### config.mk
export PLATFORM = sky130hd
export DESIGN_NAME = pfs_pin_select
export DESIGN_NICKNAME = d
export VERILOG_FILES = /design/src/rtl/pfs_pkg.sv /design/src/rtl/pfs_pin_select.sv
export VERILOG_INCLUDE_DIRS = /design/src /design/src/rtl
export SDC_FILE = /design/constraint.sdc
export NUM_CORES = 1
export LEC_CHECK = 0
export BUFFER_PORTS_ARGS = -buffer_cell sky130_fd_sc_hd__clkbuf_2
export CORE_AREA = 4 4 111 113
export CTS_BUF_LIST = sky130_fd_sc_hd__clkbuf_4 sky130_fd_sc_hd__clkbuf_8 sky130_fd_sc_hd__clkbuf_16
export CTS_CLUSTER_DIAMETER = 120
export DETAILED_ROUTE_END_ITERATION = 6
export DIE_AREA = 0 0 115 117
export GPL_TIMING_DRIVEN = 0
export SKIP_CTS_REPAIR_TIMING = 1
export SYNTH_ARGS = -nofsm -noshare
export SYNTH_HDL_FRONTEND = slang
export SYNTH_SLANG_ARGS = --single-unit
### constraint.sdc
create_clock -name clock -period 1.75 [get_ports clock]
set_clock_uncertainty 0.2 [all_clocks]
set_input_delay 0.175 -clock clock [delete_from_list [all_inputs] [get_ports clock]]
set_output_delay 0.175 -clock clock [all_outputs]
set_load 0.03 [all_outputs]
### src/rtl/pfs_consts.svh
`ifndef PFS_CONSTS_SVH
`define PFS_CONSTS_SVH
// Register byte offsets on the peripheral bus.
`define PFS_OFF_LOW_SEL   12'h000
`define PFS_OFF_HIGH_SEL  12'h004
`define PFS_OFF_DIR       12'h008
// Reset values of the registers.
`define PFS_RST_LOW_SEL   16'h5000
`define PFS_RST_HIGH_SEL  16'h0015
`define PFS_RST_DIR       16'h0000
// Writable bit masks; every other bit is reserved and reads as zero.
`define PFS_MASK_LOW_SEL  16'h5D55
`define PFS_MASK_HIGH_SEL 16'h0015
`define PFS_MASK_DIR      16'h07FF
// Field positions in the high select register.
`define PFS_HI_PIN10      4
`define PFS_HI_PIN9       2
`define PFS_HI_PIN8       0
// Field positions in the low select register.
`define PFS_LO_PIN7       14
`define PFS_LO_PIN6       12
`define PFS_LO_PIN5_HI    11
`define PFS_LO_PIN5_LO    10
// Pin 5 select codes.
`define PFS_P5_ADDR       2'h1
`define PFS_P5_POD        2'h2
`define PFS_P5_RSVD       2'h3
`endif

### src/rtl/pfs_pkg.sv
package pfs_pkg;
   // Operating mode of the chip, decoded from the mode pins.
   typedef enum logic [1:0] {
      PFS_EXP_ROM_OFF,
      PFS_EXP_ROM_ON,
      PFS_SINGLE_CHIP
   } pfs_mode_t;
   // Outputs of the bus controller that may reach the port F pads.
   typedef struct packed {
      logic [5:0] addrHi;           // Address bits 21 down to 16.
      logic       chipSelectZeroN;  // Chip select 0, active low.
      logic       readStrobeN;      // Read strobe, active low.
      logic       upperWriteN;      // Upper byte write strobe, active low.
      logic       lowerWriteN;      // Lower byte write strobe, active low.
   } pfs_bus_t;
endpackage

### src/rtl/pfs_pin_select.sv
// The placing of the registers and the APB interface to the registers were chosen for this implementation.
`timescale 1ns/1ps
`include "pfs_consts.svh"
module pfs_pin_select
   import pfs_pkg::*;
(
   input  wire logic        clock,
   input  wire logic        rst_b,
   input  wire logic        psel,
   input  wire logic        penable,
   input  wire logic        pwrite,
   input  wire logic [11:0] paddr,
   input  wire logic [31:0] pwdata,
   output logic      [31:0] prdata,
   output logic             pready,
   output logic             pslverr,
   input  wire logic [1:0]  modePins,
   input  wire pfs_bus_t    busCtl,
   input  wire logic [10:0] gpioOut,
   input  wire logic [10:0] padIn,
   output logic      [10:0] padOut,
   output logic      [10:0] padOe,
   output logic      [10:0] gpioIn,
   output logic             busWaitN,
   output logic             portOutDisableN
);
   ////////////////////////////////////////////////////////////////////////////////
   // Declarations.
   logic [15:0] lowSel_r, lowSel_nxt;       // Low function select register.
   logic [15:0] highSel_r, highSel_nxt;     // High function select register.
   logic [15:0] dir_r, dir_nxt;             // Direction register.
   logic [31:0] prdata_r, prdata_nxt;       // Registered read data.
   logic        pready_r, pready_nxt;       // Registered ready.
   logic        pslverr_r, pslverr_nxt;     // Registered error.
   logic [1:0]  modeMeta_r, modeSync_r;     // Mode pin synchroniser.
   logic [10:0] padMeta_r, padSync_r;       // Pad input synchroniser.
   logic [10:0] padOut_r, padOut_nxt;       // Registered pad drive.
   logic [10:0] padOe_r, padOe_nxt;         // Registered pad enable.
   logic [10:0] gpioIn_r, gpioIn_nxt;       // Registered pin levels for software.
   logic        wait_r, wait_nxt;           // Registered wait input.
   logic        pod_r, pod_nxt;             // Registered output disable input.
   pfs_mode_t   mode;                       // Decoded operating mode.
   logic        expanded;                   // Any expanded mode.
   logic        romOff;                     // Expanded with ROM disabled.
   logic        romOn;                      // Expanded with ROM enabled.
   logic [1:0]  p5Sel;                      // Pin 5 select field.
   logic [10:0] busFn;                      // Pin carries a bus function.
   logic [10:0] busOutVal;                  // Bus value for each pin.
   logic [10:0] busIsOut;                   // Bus function is an output.
   logic        p5Pod;                      // Pin 5 is output disable input.
   logic        mapped;                     // Address hits a register.
   logic        accessDone;                 // Access phase completes now.

   ////////////////////////////////////////////////////////////////////////////////
   // Synchronisers for the mode straps and the pads.
   always_ff @(posedge clock or negedge rst_b) begin
      if (!rst_b) begin
         modeMeta_r <= 2'h0;
         modeSync_r <= 2'h0;
         padMeta_r  <= 11'h000;
         padSync_r  <= 11'h000;
      end else begin
         modeMeta_r <= modePins;
         modeSync_r <= modeMeta_r;
         padMeta_r  <= padIn;
         padSync_r  <= padMeta_r;
      end
   end

   // Decodes the synchronised mode pins; both high codes mean single chip.
   always_comb begin
      unique case (modeSync_r)
         2'h0:    mode = PFS_EXP_ROM_OFF;
         2'h1:    mode = PFS_EXP_ROM_ON;
         default: mode = PFS_SINGLE_CHIP;
      endcase
      expanded = (mode != PFS_SINGLE_CHIP);
      romOff   = (mode == PFS_EXP_ROM_OFF);
      romOn    = (mode == PFS_EXP_ROM_ON);
   end

   ////////////////////////////////////////////////////////////////////////////////
   // Function selection for each pin.
   always_comb begin
      p5Sel     = lowSel_r[`PFS_LO_PIN5_HI:`PFS_LO_PIN5_LO];
      busFn     = 11'h000;
      busOutVal = 11'h000;
      busIsOut  = 11'h000;
      // Chip select 0 on pin 10 only in expanded mode.
      busFn[10]     = expanded & highSel_r[`PFS_HI_PIN10];
      busOutVal[10] = busCtl.chipSelectZeroN;
      busIsOut[10]  = 1'b1;
      // Read strobe on pin 9.
      busFn[9]      = expanded & highSel_r[`PFS_HI_PIN9];
      busOutVal[9]  = busCtl.readStrobeN;
      busIsOut[9]   = 1'b1;
      // Wait input on pin 8; the pad is never driven then.
      busFn[8]      = expanded & highSel_r[`PFS_HI_PIN8];
      // Write strobes on pins 7 and 6.
      busFn[7]      = expanded & lowSel_r[`PFS_LO_PIN7];
      busOutVal[7]  = busCtl.upperWriteN;
      busIsOut[7]   = 1'b1;
      busFn[6]      = expanded & lowSel_r[`PFS_LO_PIN6];
      busOutVal[6]  = busCtl.lowerWriteN;
      busIsOut[6]   = 1'b1;
      // Pin 5: address 21 or output disable input; the reserved code falls to general I/O.
      p5Pod         = !romOff && (p5Sel == `PFS_P5_POD);
      busIsOut[5]   = (romOff && p5Sel != `PFS_P5_RSVD) ||
                      (romOn && p5Sel == `PFS_P5_ADDR);
      busFn[5]      = busIsOut[5] | p5Pod;
      busOutVal[5]  = busCtl.addrHi[5];
      // Pins 4 to 0: address 20 to 16, forced with ROM off, per bit with ROM on.
      for (int i = 0; i < 5; i++) begin
         busFn[i]     = romOff | (romOn & lowSel_r[2*i]);
         busOutVal[i] = busCtl.addrHi[i];
         busIsOut[i]  = 1'b1;
      end
   end

   // Next pad drive, enable and the inputs handed back inside the chip.
   always_comb begin
      for (int i = 0; i < 11; i++) begin
         if (busFn[i]) begin
            padOut_nxt[i] = busIsOut[i] & busOutVal[i];
            padOe_nxt[i]  = busIsOut[i];
         end else begin
            padOut_nxt[i] = gpioOut[i];
            padOe_nxt[i]  = dir_r[i];
         end
      end
      gpioIn_nxt = padSync_r;
      // Inactive high when the pin does not carry the input function.
      wait_nxt   = busFn[8] ? padSync_r[8] : 1'b1;
      pod_nxt    = p5Pod ? padSync_r[5] : 1'b1;
   end

   // Registers the pad side so every output leaves a flip-flop.
   always_ff @(posedge clock or negedge rst_b) begin
      if (!rst_b) begin
         padOut_r <= 11'h000;
         padOe_r  <= 11'h000;
         gpioIn_r <= 11'h000;
         wait_r   <= 1'b1;
         pod_r    <= 1'b1;
      end else begin
         padOut_r <= padOut_nxt;
         padOe_r  <= padOe_nxt;
         gpioIn_r <= gpioIn_nxt;
         wait_r   <= wait_nxt;
         pod_r    <= pod_nxt;
      end
   end

   ////////////////////////////////////////////////////////////////////////////////
   // Peripheral bus slave: one wait state, then ready with data or error.
   always_comb begin
      mapped      = (paddr == `PFS_OFF_LOW_SEL) || (paddr == `PFS_OFF_HIGH_SEL) ||
                    (paddr == `PFS_OFF_DIR);
      accessDone  = psel & penable & pready_r;
      pready_nxt  = psel & penable & ~pready_r;
      pslverr_nxt = psel & penable & ~pready_r & ~mapped;
      prdata_nxt  = 32'h0000_0000;
      if (psel && penable && !pready_r && !pwrite) begin
         unique case (paddr)
            `PFS_OFF_LOW_SEL:  prdata_nxt = {16'h0000, lowSel_r};
            `PFS_OFF_HIGH_SEL: prdata_nxt = {16'h0000, highSel_r};
            `PFS_OFF_DIR:      prdata_nxt = {16'h0000, dir_r};
            default:           prdata_nxt = 32'h0000_0000;
         endcase
      end
      lowSel_nxt  = lowSel_r;
      highSel_nxt = highSel_r;
      dir_nxt     = dir_r;
      // Writes land at the completing edge; reserved bits are dropped.
      if (accessDone && pwrite) begin
         unique case (paddr)
            `PFS_OFF_LOW_SEL:  lowSel_nxt  = pwdata[15:0] & `PFS_MASK_LOW_SEL;
            `PFS_OFF_HIGH_SEL: highSel_nxt = pwdata[15:0] & `PFS_MASK_HIGH_SEL;
            `PFS_OFF_DIR:      dir_nxt     = pwdata[15:0] & `PFS_MASK_DIR;
            default:           dir_nxt     = dir_r;
         endcase
      end
   end

   // Register file and bus answer flip-flops.
   always_ff @(posedge clock or negedge rst_b) begin
      if (!rst_b) begin
         lowSel_r  <= `PFS_RST_LOW_SEL;
         highSel_r <= `PFS_RST_HIGH_SEL;
         dir_r     <= `PFS_RST_DIR;
         prdata_r  <= 32'h0000_0000;
         pready_r  <= 1'b0;
         pslverr_r <= 1'b0;
      end else begin
         lowSel_r  <= lowSel_nxt;
         highSel_r <= highSel_nxt;
         dir_r     <= dir_nxt;
         prdata_r  <= prdata_nxt;
         pready_r  <= pready_nxt;
         pslverr_r <= pslverr_nxt;
      end
   end

   assign prdata          = prdata_r;
   assign pready          = pready_r;
   assign pslverr         = pslverr_r;
   assign padOut          = padOut_r;
   assign padOe           = padOe_r;
   assign gpioIn          = gpioIn_r;
   assign busWaitN        = wait_r;
   assign portOutDisableN = pod_r;

   ////////////////////////////////////////////////////////////////////////////////
   // Checks on the pad routing and the register file.
   property p_cs0;
      @(posedge clock) disable iff (!rst_b)
      (expanded && highSel_r[`PFS_HI_PIN10]) |=>
         (padOe[10] && padOut[10] == $past(busCtl.chipSelectZeroN));
   endproperty
   a_cs0: assert property (p_cs0) else $error("Pin 10 not chip select");

   property p_rd;
      @(posedge clock) disable iff (!rst_b)
      (!expanded || !highSel_r[`PFS_HI_PIN9]) |=> (padOe[9] == $past(dir_r[9]));
   endproperty
   a_rd: assert property (p_rd) else $error("Pin 9 general I/O wrong");

   property p_wait;
      @(posedge clock) disable iff (!rst_b)
      (expanded && highSel_r[`PFS_HI_PIN8]) |=>
         (!padOe[8] && busWaitN == $past(padSync_r[8]));
   endproperty
   a_wait: assert property (p_wait) else $error("Wait input not routed");

   property p_rsvd;
      @(posedge clock) disable iff (!rst_b)
      pready && !pwrite |->
         (prdata[31:16] == 16'h0000 && (lowSel_r & ~`PFS_MASK_LOW_SEL) == 16'h0000 &&
          (highSel_r & ~`PFS_MASK_HIGH_SEL) == 16'h0000);
   endproperty
   a_rsvd: assert property (p_rsvd) else $error("Upper read bits not zero");

   property p_wrh;
      @(posedge clock) disable iff (!rst_b)
      (expanded && lowSel_r[`PFS_LO_PIN7] && lowSel_r[`PFS_LO_PIN6]) |=>
         (padOut[7] == $past(busCtl.upperWriteN) && padOut[6] == $past(busCtl.lowerWriteN));
   endproperty
   a_wrh: assert property (p_wrh) else $error("Write strobes not routed");

   property p_pod;
      @(posedge clock) disable iff (!rst_b)
      (mode == PFS_SINGLE_CHIP && p5Sel == `PFS_P5_POD) |=> !padOe[5];
   endproperty
   a_pod: assert property (p_pod) else $error("Pin 5 driven as input");

   property p_addr;
      @(posedge clock) disable iff (!rst_b)
      romOff |=> (padOe[4:0] == 5'h1F && padOut[4:0] == $past(busCtl.addrHi[4:0]));
   endproperty
   a_addr: assert property (p_addr) else $error("Address pins not forced");

   property p_single;
      @(posedge clock) disable iff (!rst_b)
      (mode == PFS_SINGLE_CHIP) |=> (padOe[4:0] == $past(dir_r[4:0]));
   endproperty
   a_single: assert property (p_single) else $error("Single chip pins not GPIO");

   property p_wr;
      @(posedge clock) disable iff (!rst_b)
      (accessDone && pwrite && paddr == `PFS_OFF_LOW_SEL) |=>
         (lowSel_r == ($past(pwdata[15:0]) & `PFS_MASK_LOW_SEL));
   endproperty
   a_wr: assert property (p_wr) else $error("Low select write lost");

   // Pin 5 carries address bit 21 for every legal code while ROM is off.
   property p_p5addr;
      @(posedge clock) disable iff (!rst_b)
      (romOff && p5Sel != `PFS_P5_RSVD) |=>
         (padOe[5] && padOut[5] == $past(busCtl.addrHi[5]));
   endproperty
   a_p5addr: assert property (p_p5addr) else $error("Pin 5 address not routed");

   // A general pin drives the software level exactly when its direction bit is set.
   property p_gpio;
      @(posedge clock) disable iff (!rst_b)
      !busFn[6] |=> (padOe[6] == $past(dir_r[6]) && padOut[6] == $past(gpioOut[6]));
   endproperty
   a_gpio: assert property (p_gpio) else $error("Pin 6 general I/O wrong");

   // A bus output pin drives even when its direction bit asks for an input.
   property p_busdir;
      @(posedge clock) disable iff (!rst_b)
      (busFn[7] && !dir_r[7]) |=> padOe[7];
   endproperty
   a_busdir: assert property (p_busdir) else $error("Bus pin follows direction bit");

endmodule // pfs_pin_select

# Word level (Yosys, flattened, before mapping)
# Cells that the tools add are included.
# totals
ff_bits	118
input_bits	83
out_inout_bits	69
word_cells	92
# classes
n_eq_ne	8
n_mux	27
bitwise	23
reduce_logical	19
# op_table
cell	n
15-bit one-hot mux with 3 select lines	1
1-bit two-way mux	24
1-bit AND	15
15-bit two-way mux	1
12-bit by 3-bit == test with 1-bit output (second input constant)	1
12-bit by 4-bit == test with 1-bit output (second input constant)	1
12-bit zero test	1
1-bit logical AND	7
2-bit by 1-bit == test with 1-bit output (second input constant)	3
1-bit OR	6
2-bit AND reduction	3
2-bit zero test	2
2-bit inequality test (second input constant)	2
2-bit one-hot mux with 2 select lines	1
1-bit zero test	3
1-bit logical OR	3
2-bit == test (second input constant)	1
1-bit inverter	2

# Depth between registers and ports, before layout
# logic_depth
word_depth	7
mapped_depth	5
depth_no_buf	3

# Least setup slack after synthesis
# No wires, ideal clock.
# synth_timing
path_kind	in2reg
startpoint	input paddr[2]
endpoint	register dir_r[10]
setup_ns	0.125
arrival_time_ns	1.735
required_time_ns	1.425
path_slack_ns	-0.310
stages	5
path_buffers	2
path_cell_list	buf_2 or4b_2 nor4_2 buf_4 mux2_2
# synth_between
elab_chain_cells	2
# synth_rtl
item	line	text
start, declared	pfs_pin_select.sv:12	input wire logic [11:0] paddr,
12-bit by 4-bit == test with 1-bit output	pfs_pin_select.sv:176	unique case (paddr)
2-bit AND reduction (no line)	n/a	
end signal, assigned	pfs_pin_select.sv:190	dir_r <= `PFS_RST_DIR;
end signal, assigned	pfs_pin_select.sv:197	dir_r <= dir_nxt;
end, declared	pfs_pin_select.sv:31	logic [15:0] dir_r, dir_nxt;
# Every way passes these cells.
# A chain may end at the register's enable or synchronous reset.

# Worst setup path in the final report
# layout_timing
startpoint	register pready_r (netlist: pready)
endpoint	register dir_r[3]
# layout_between
elab_chain_cells	3
# layout_rtl
item	line	text
start, declared	pfs_pin_select.sv:33	logic pready_r, pready_nxt;
start signal, assigned	pfs_pin_select.sv:199	pready_r <= pready_nxt;
1-bit AND	pfs_pin_select.sv:159	accessDone = psel & penable & pready_r;
1-bit logical AND	pfs_pin_select.sv:175	if (accessDone && pwrite) begin
2-bit AND reduction (no line)	n/a	
# Every way passes these cells.

==> impl_metrics.csv <==
group,metric,value,unit
hold_path,min_path_type,"primary input to register",
layout,drive_gt1_frac,0.507,
layout,diodes,0,
run_status,violations,"negative hold slack, negative setup slack",
floorplan,core-area,0.0113,mm²
synthesis,seq_area_frac_synth,0.685,
layout,layout_common_cells,"clkbuf_2 (114), dfrtp_1 (92), dlygate4sd3_1 (49)",
synthesis,synth_largest_area_cell,"dfrtp_1",
clocking,cts_buffers,9,
setup_path,critPathArrivalTime,1860,ps
timing,hold_viol,1,
grt,grt_usage,0.124,
route,drtAntennaViolNets,0,
timing,final_max_slew_viol_count,0,
timing,clock.fmax,544,MHz
clocking,insertion_delay,340,ps
timing,grt_setup_unrepaired,"true",
route,drtIter0Drc,96,
grt,grt_pass1_vias,2434,
grt,grt-ovfl-total,0,
layout,final_common_cell,"clkbuf_2",
grt,grt_max_degree,67,
clocking,clockBufferDepth,2,
route,vias_per_cell,4.24,
placed_design,gp_congestion,0.706,
route,routed_wl,8670,µm
route,drcViolationCount,0,
pwr,clkPwrFrac,0.408,
clocking,path_clk_slew,60,ps
placed_design,numPortBuffers,113,
grt,grt_pass1_wl,12400,µm
synthesis,synthCells,253,
route,avgRoutedWirePerCell,14.4,µm
setup_path,crit_chain,"nand4_1 > nor4_4 > buf_4 > buf_8 > mux2_4",
pwr,comb_power_share,0.104,
timing,period_share,1.05,
pwr,sw_frac_of_total,0.228,
synthesis,synth_cell_types,36,
layout,nets,538,
grt,antenna_found_initial,0,
pwr,p_seq_frac,0.488,
setup_path,cp-start-kind,"register",
timing,period_minus_slack,1840,ps
pwr,power.switching,1120,µW
synthesis,syn_area,0.00367,mm²
setup_path,slowest_stage,"dfrtp_2",
placed_design,dp_slack,-674,ps
timing,whs,-0.811,ps
floorplan,dieWidth,115,µm
setup_path,max_stage_delay,360,ps
route,dr.pass1.iters,3,
timing,setup_viol,10,
pwr,p_total,4930,µW
pwr,powerDensity,886,mW/mm²
synthesis,synth_seq_cells,100,
synthesis,syn_avg_cell_area,14.5,µm²
floorplan,num_rows,39,
floorplan,initial_core_util,0.324,
floorplan,io_pins,152,
timing,timing.final.ws_setup,-89.1,ps
setup_path,crit_fanout,5,
clocking,root_buffer,"clkbuf_16",
placed_design,dp_hpwl,5990,µm
setup_path,cp-end-kind,"register",
clocking,htreeDepth,3,
setup_path,critPathKind,"register to register",
synthesis,yosysWarnings,0,
floorplan,die_height,117,µm
layout,area_growth,51.5,%
pwr,max-vdd-ir-drop,0.000483,V
pwr,intPower,3800,µW
floorplan,die_area,0.0135,mm²
job,maxCapViolations,0,
synthesis,synth_top_area_share,0.634,
route,vias,2558,
synthesis,netlist_top_cells_area,"dfrtp_1 (63%), mux2_2 (9.8%), dfstp_2 (5.0%)",
run_status,status,"finished with violations",
layout,post-route-util,0.491,
clocking,cts_tree,"yes",
clocking,clkSinkCount,100,
setup_path,critPathRequiredTime,1780,ps
pwr,p_leak,0.00276,µW
-- layout make-up --
cell class	count	area, µm²
fill	1028	5760
sequential	100	2510
timing repair buffer	175	1190
multi-input combinational	128	1110
clock buffer	12	260
buffer	26	201
tap	143	179
inverter	15	56.3
clock inverter	4	47.5
-- registers in the layout, indices dropped and copies added, names as in the netlist, 2 cells and up --
signal	cells
modeSync_r	2
gpioIn_nxt	11
gpioIn	11
lowSel_r	9
highSel_r	3
padMeta_r	11
modeMeta_r	2
dir_r	11
prdata	14
padOe	11
padOut	11
-- critical path: cells and delay by family, from the launching register on --
family,cells,cell delay [ps]
muxes,1,300
DFF,1,360
and+or+nand+nor,2,540
buffers and inverters,2,320
-- cell usage after synthesis (all sizes together) --
library cell and number:
or3 1, or4 4, o211ai 1, o21ai 1, nand3b 1, a2bb2oi 1
dfstp 7, conb 1, nand4 1, a21oi 8, nor2 2, clkbuf 5
a2111oi 2, nor4 7, mux2 32, or4b 2, o21a 1, inv 15
o32ai 1, nor2b 5, o31a 1, or3b 1, mux2i 6, buf 22
dfrtp 93, and2 3, nand2 7, nor3 9, o311a 1, or2 12
-- through the flow --
stage | hold WS, ps | setup TNS (ps) | cell area, µm² | instances
2_1_floorplan | -321 | -6650 | 3800 | 270
3_3_place_gp | 84.0 | -104850 | 4550 | 526
3_5_place_dp | -10.4 | -16410 | 4580 | 527
4_1_cts | -382 | -6510 | 4890 | 543
5_1_grt | 9.50 | -2200 | 5560 | 603
6_report | -0.811 | -452 | 5560 | 603
-- path summary, 6_finish.rpt --
check	startpoint	endpoint	slack, ps	cells after the start
hold / removal	busCtl[9]	padOut[5]	-0.8	4
hold reg to reg	padMeta_r[10]	gpioIn_nxt[10]	150	0
setup / recovery	pready	dir_r[3]	-90	5
max in group asynchronous	rst_b	lowSel_r[14]	470	3
setup reg to reg	pready	dir_r[3]	-90	5
min in group asynchronous	rst_b	gpioIn_nxt[9]	160	2
-- metal layers --
layer	part of all wire	vias to the layer above	GRT usage	wire (µm)
met3	0.068	14	0.0494	593
met5	0	-	0	0
met4	0.019	0	0.0446	166
met1	0.40	1242	0.147	3510
li1	-	1219	-	-
met2	0.51	83	0.205	4400
-- power groups by stage --
stage          Combinational (µW)  Clock [µW]  Sequential (µW)
4_1_cts                       419        2080             2400
3_5_place_dp                  418           0             2450
2_1_floorplan                 149           0             2520
6_report                      512        2010             2400
5_1_grt                       557        2170             2410
3_3_place_gp                  402           0             2440
-- kinds of logic after synthesis --
family                 synth area share
AOI/OAI and AO/OA                0.0344
buffers and inverters            0.0668
DFF                               0.685
muxes                             0.115
other                           0.00102
and+or+nand+nor                  0.0986
Note: power is estimated with default switching activity, not from simulation.
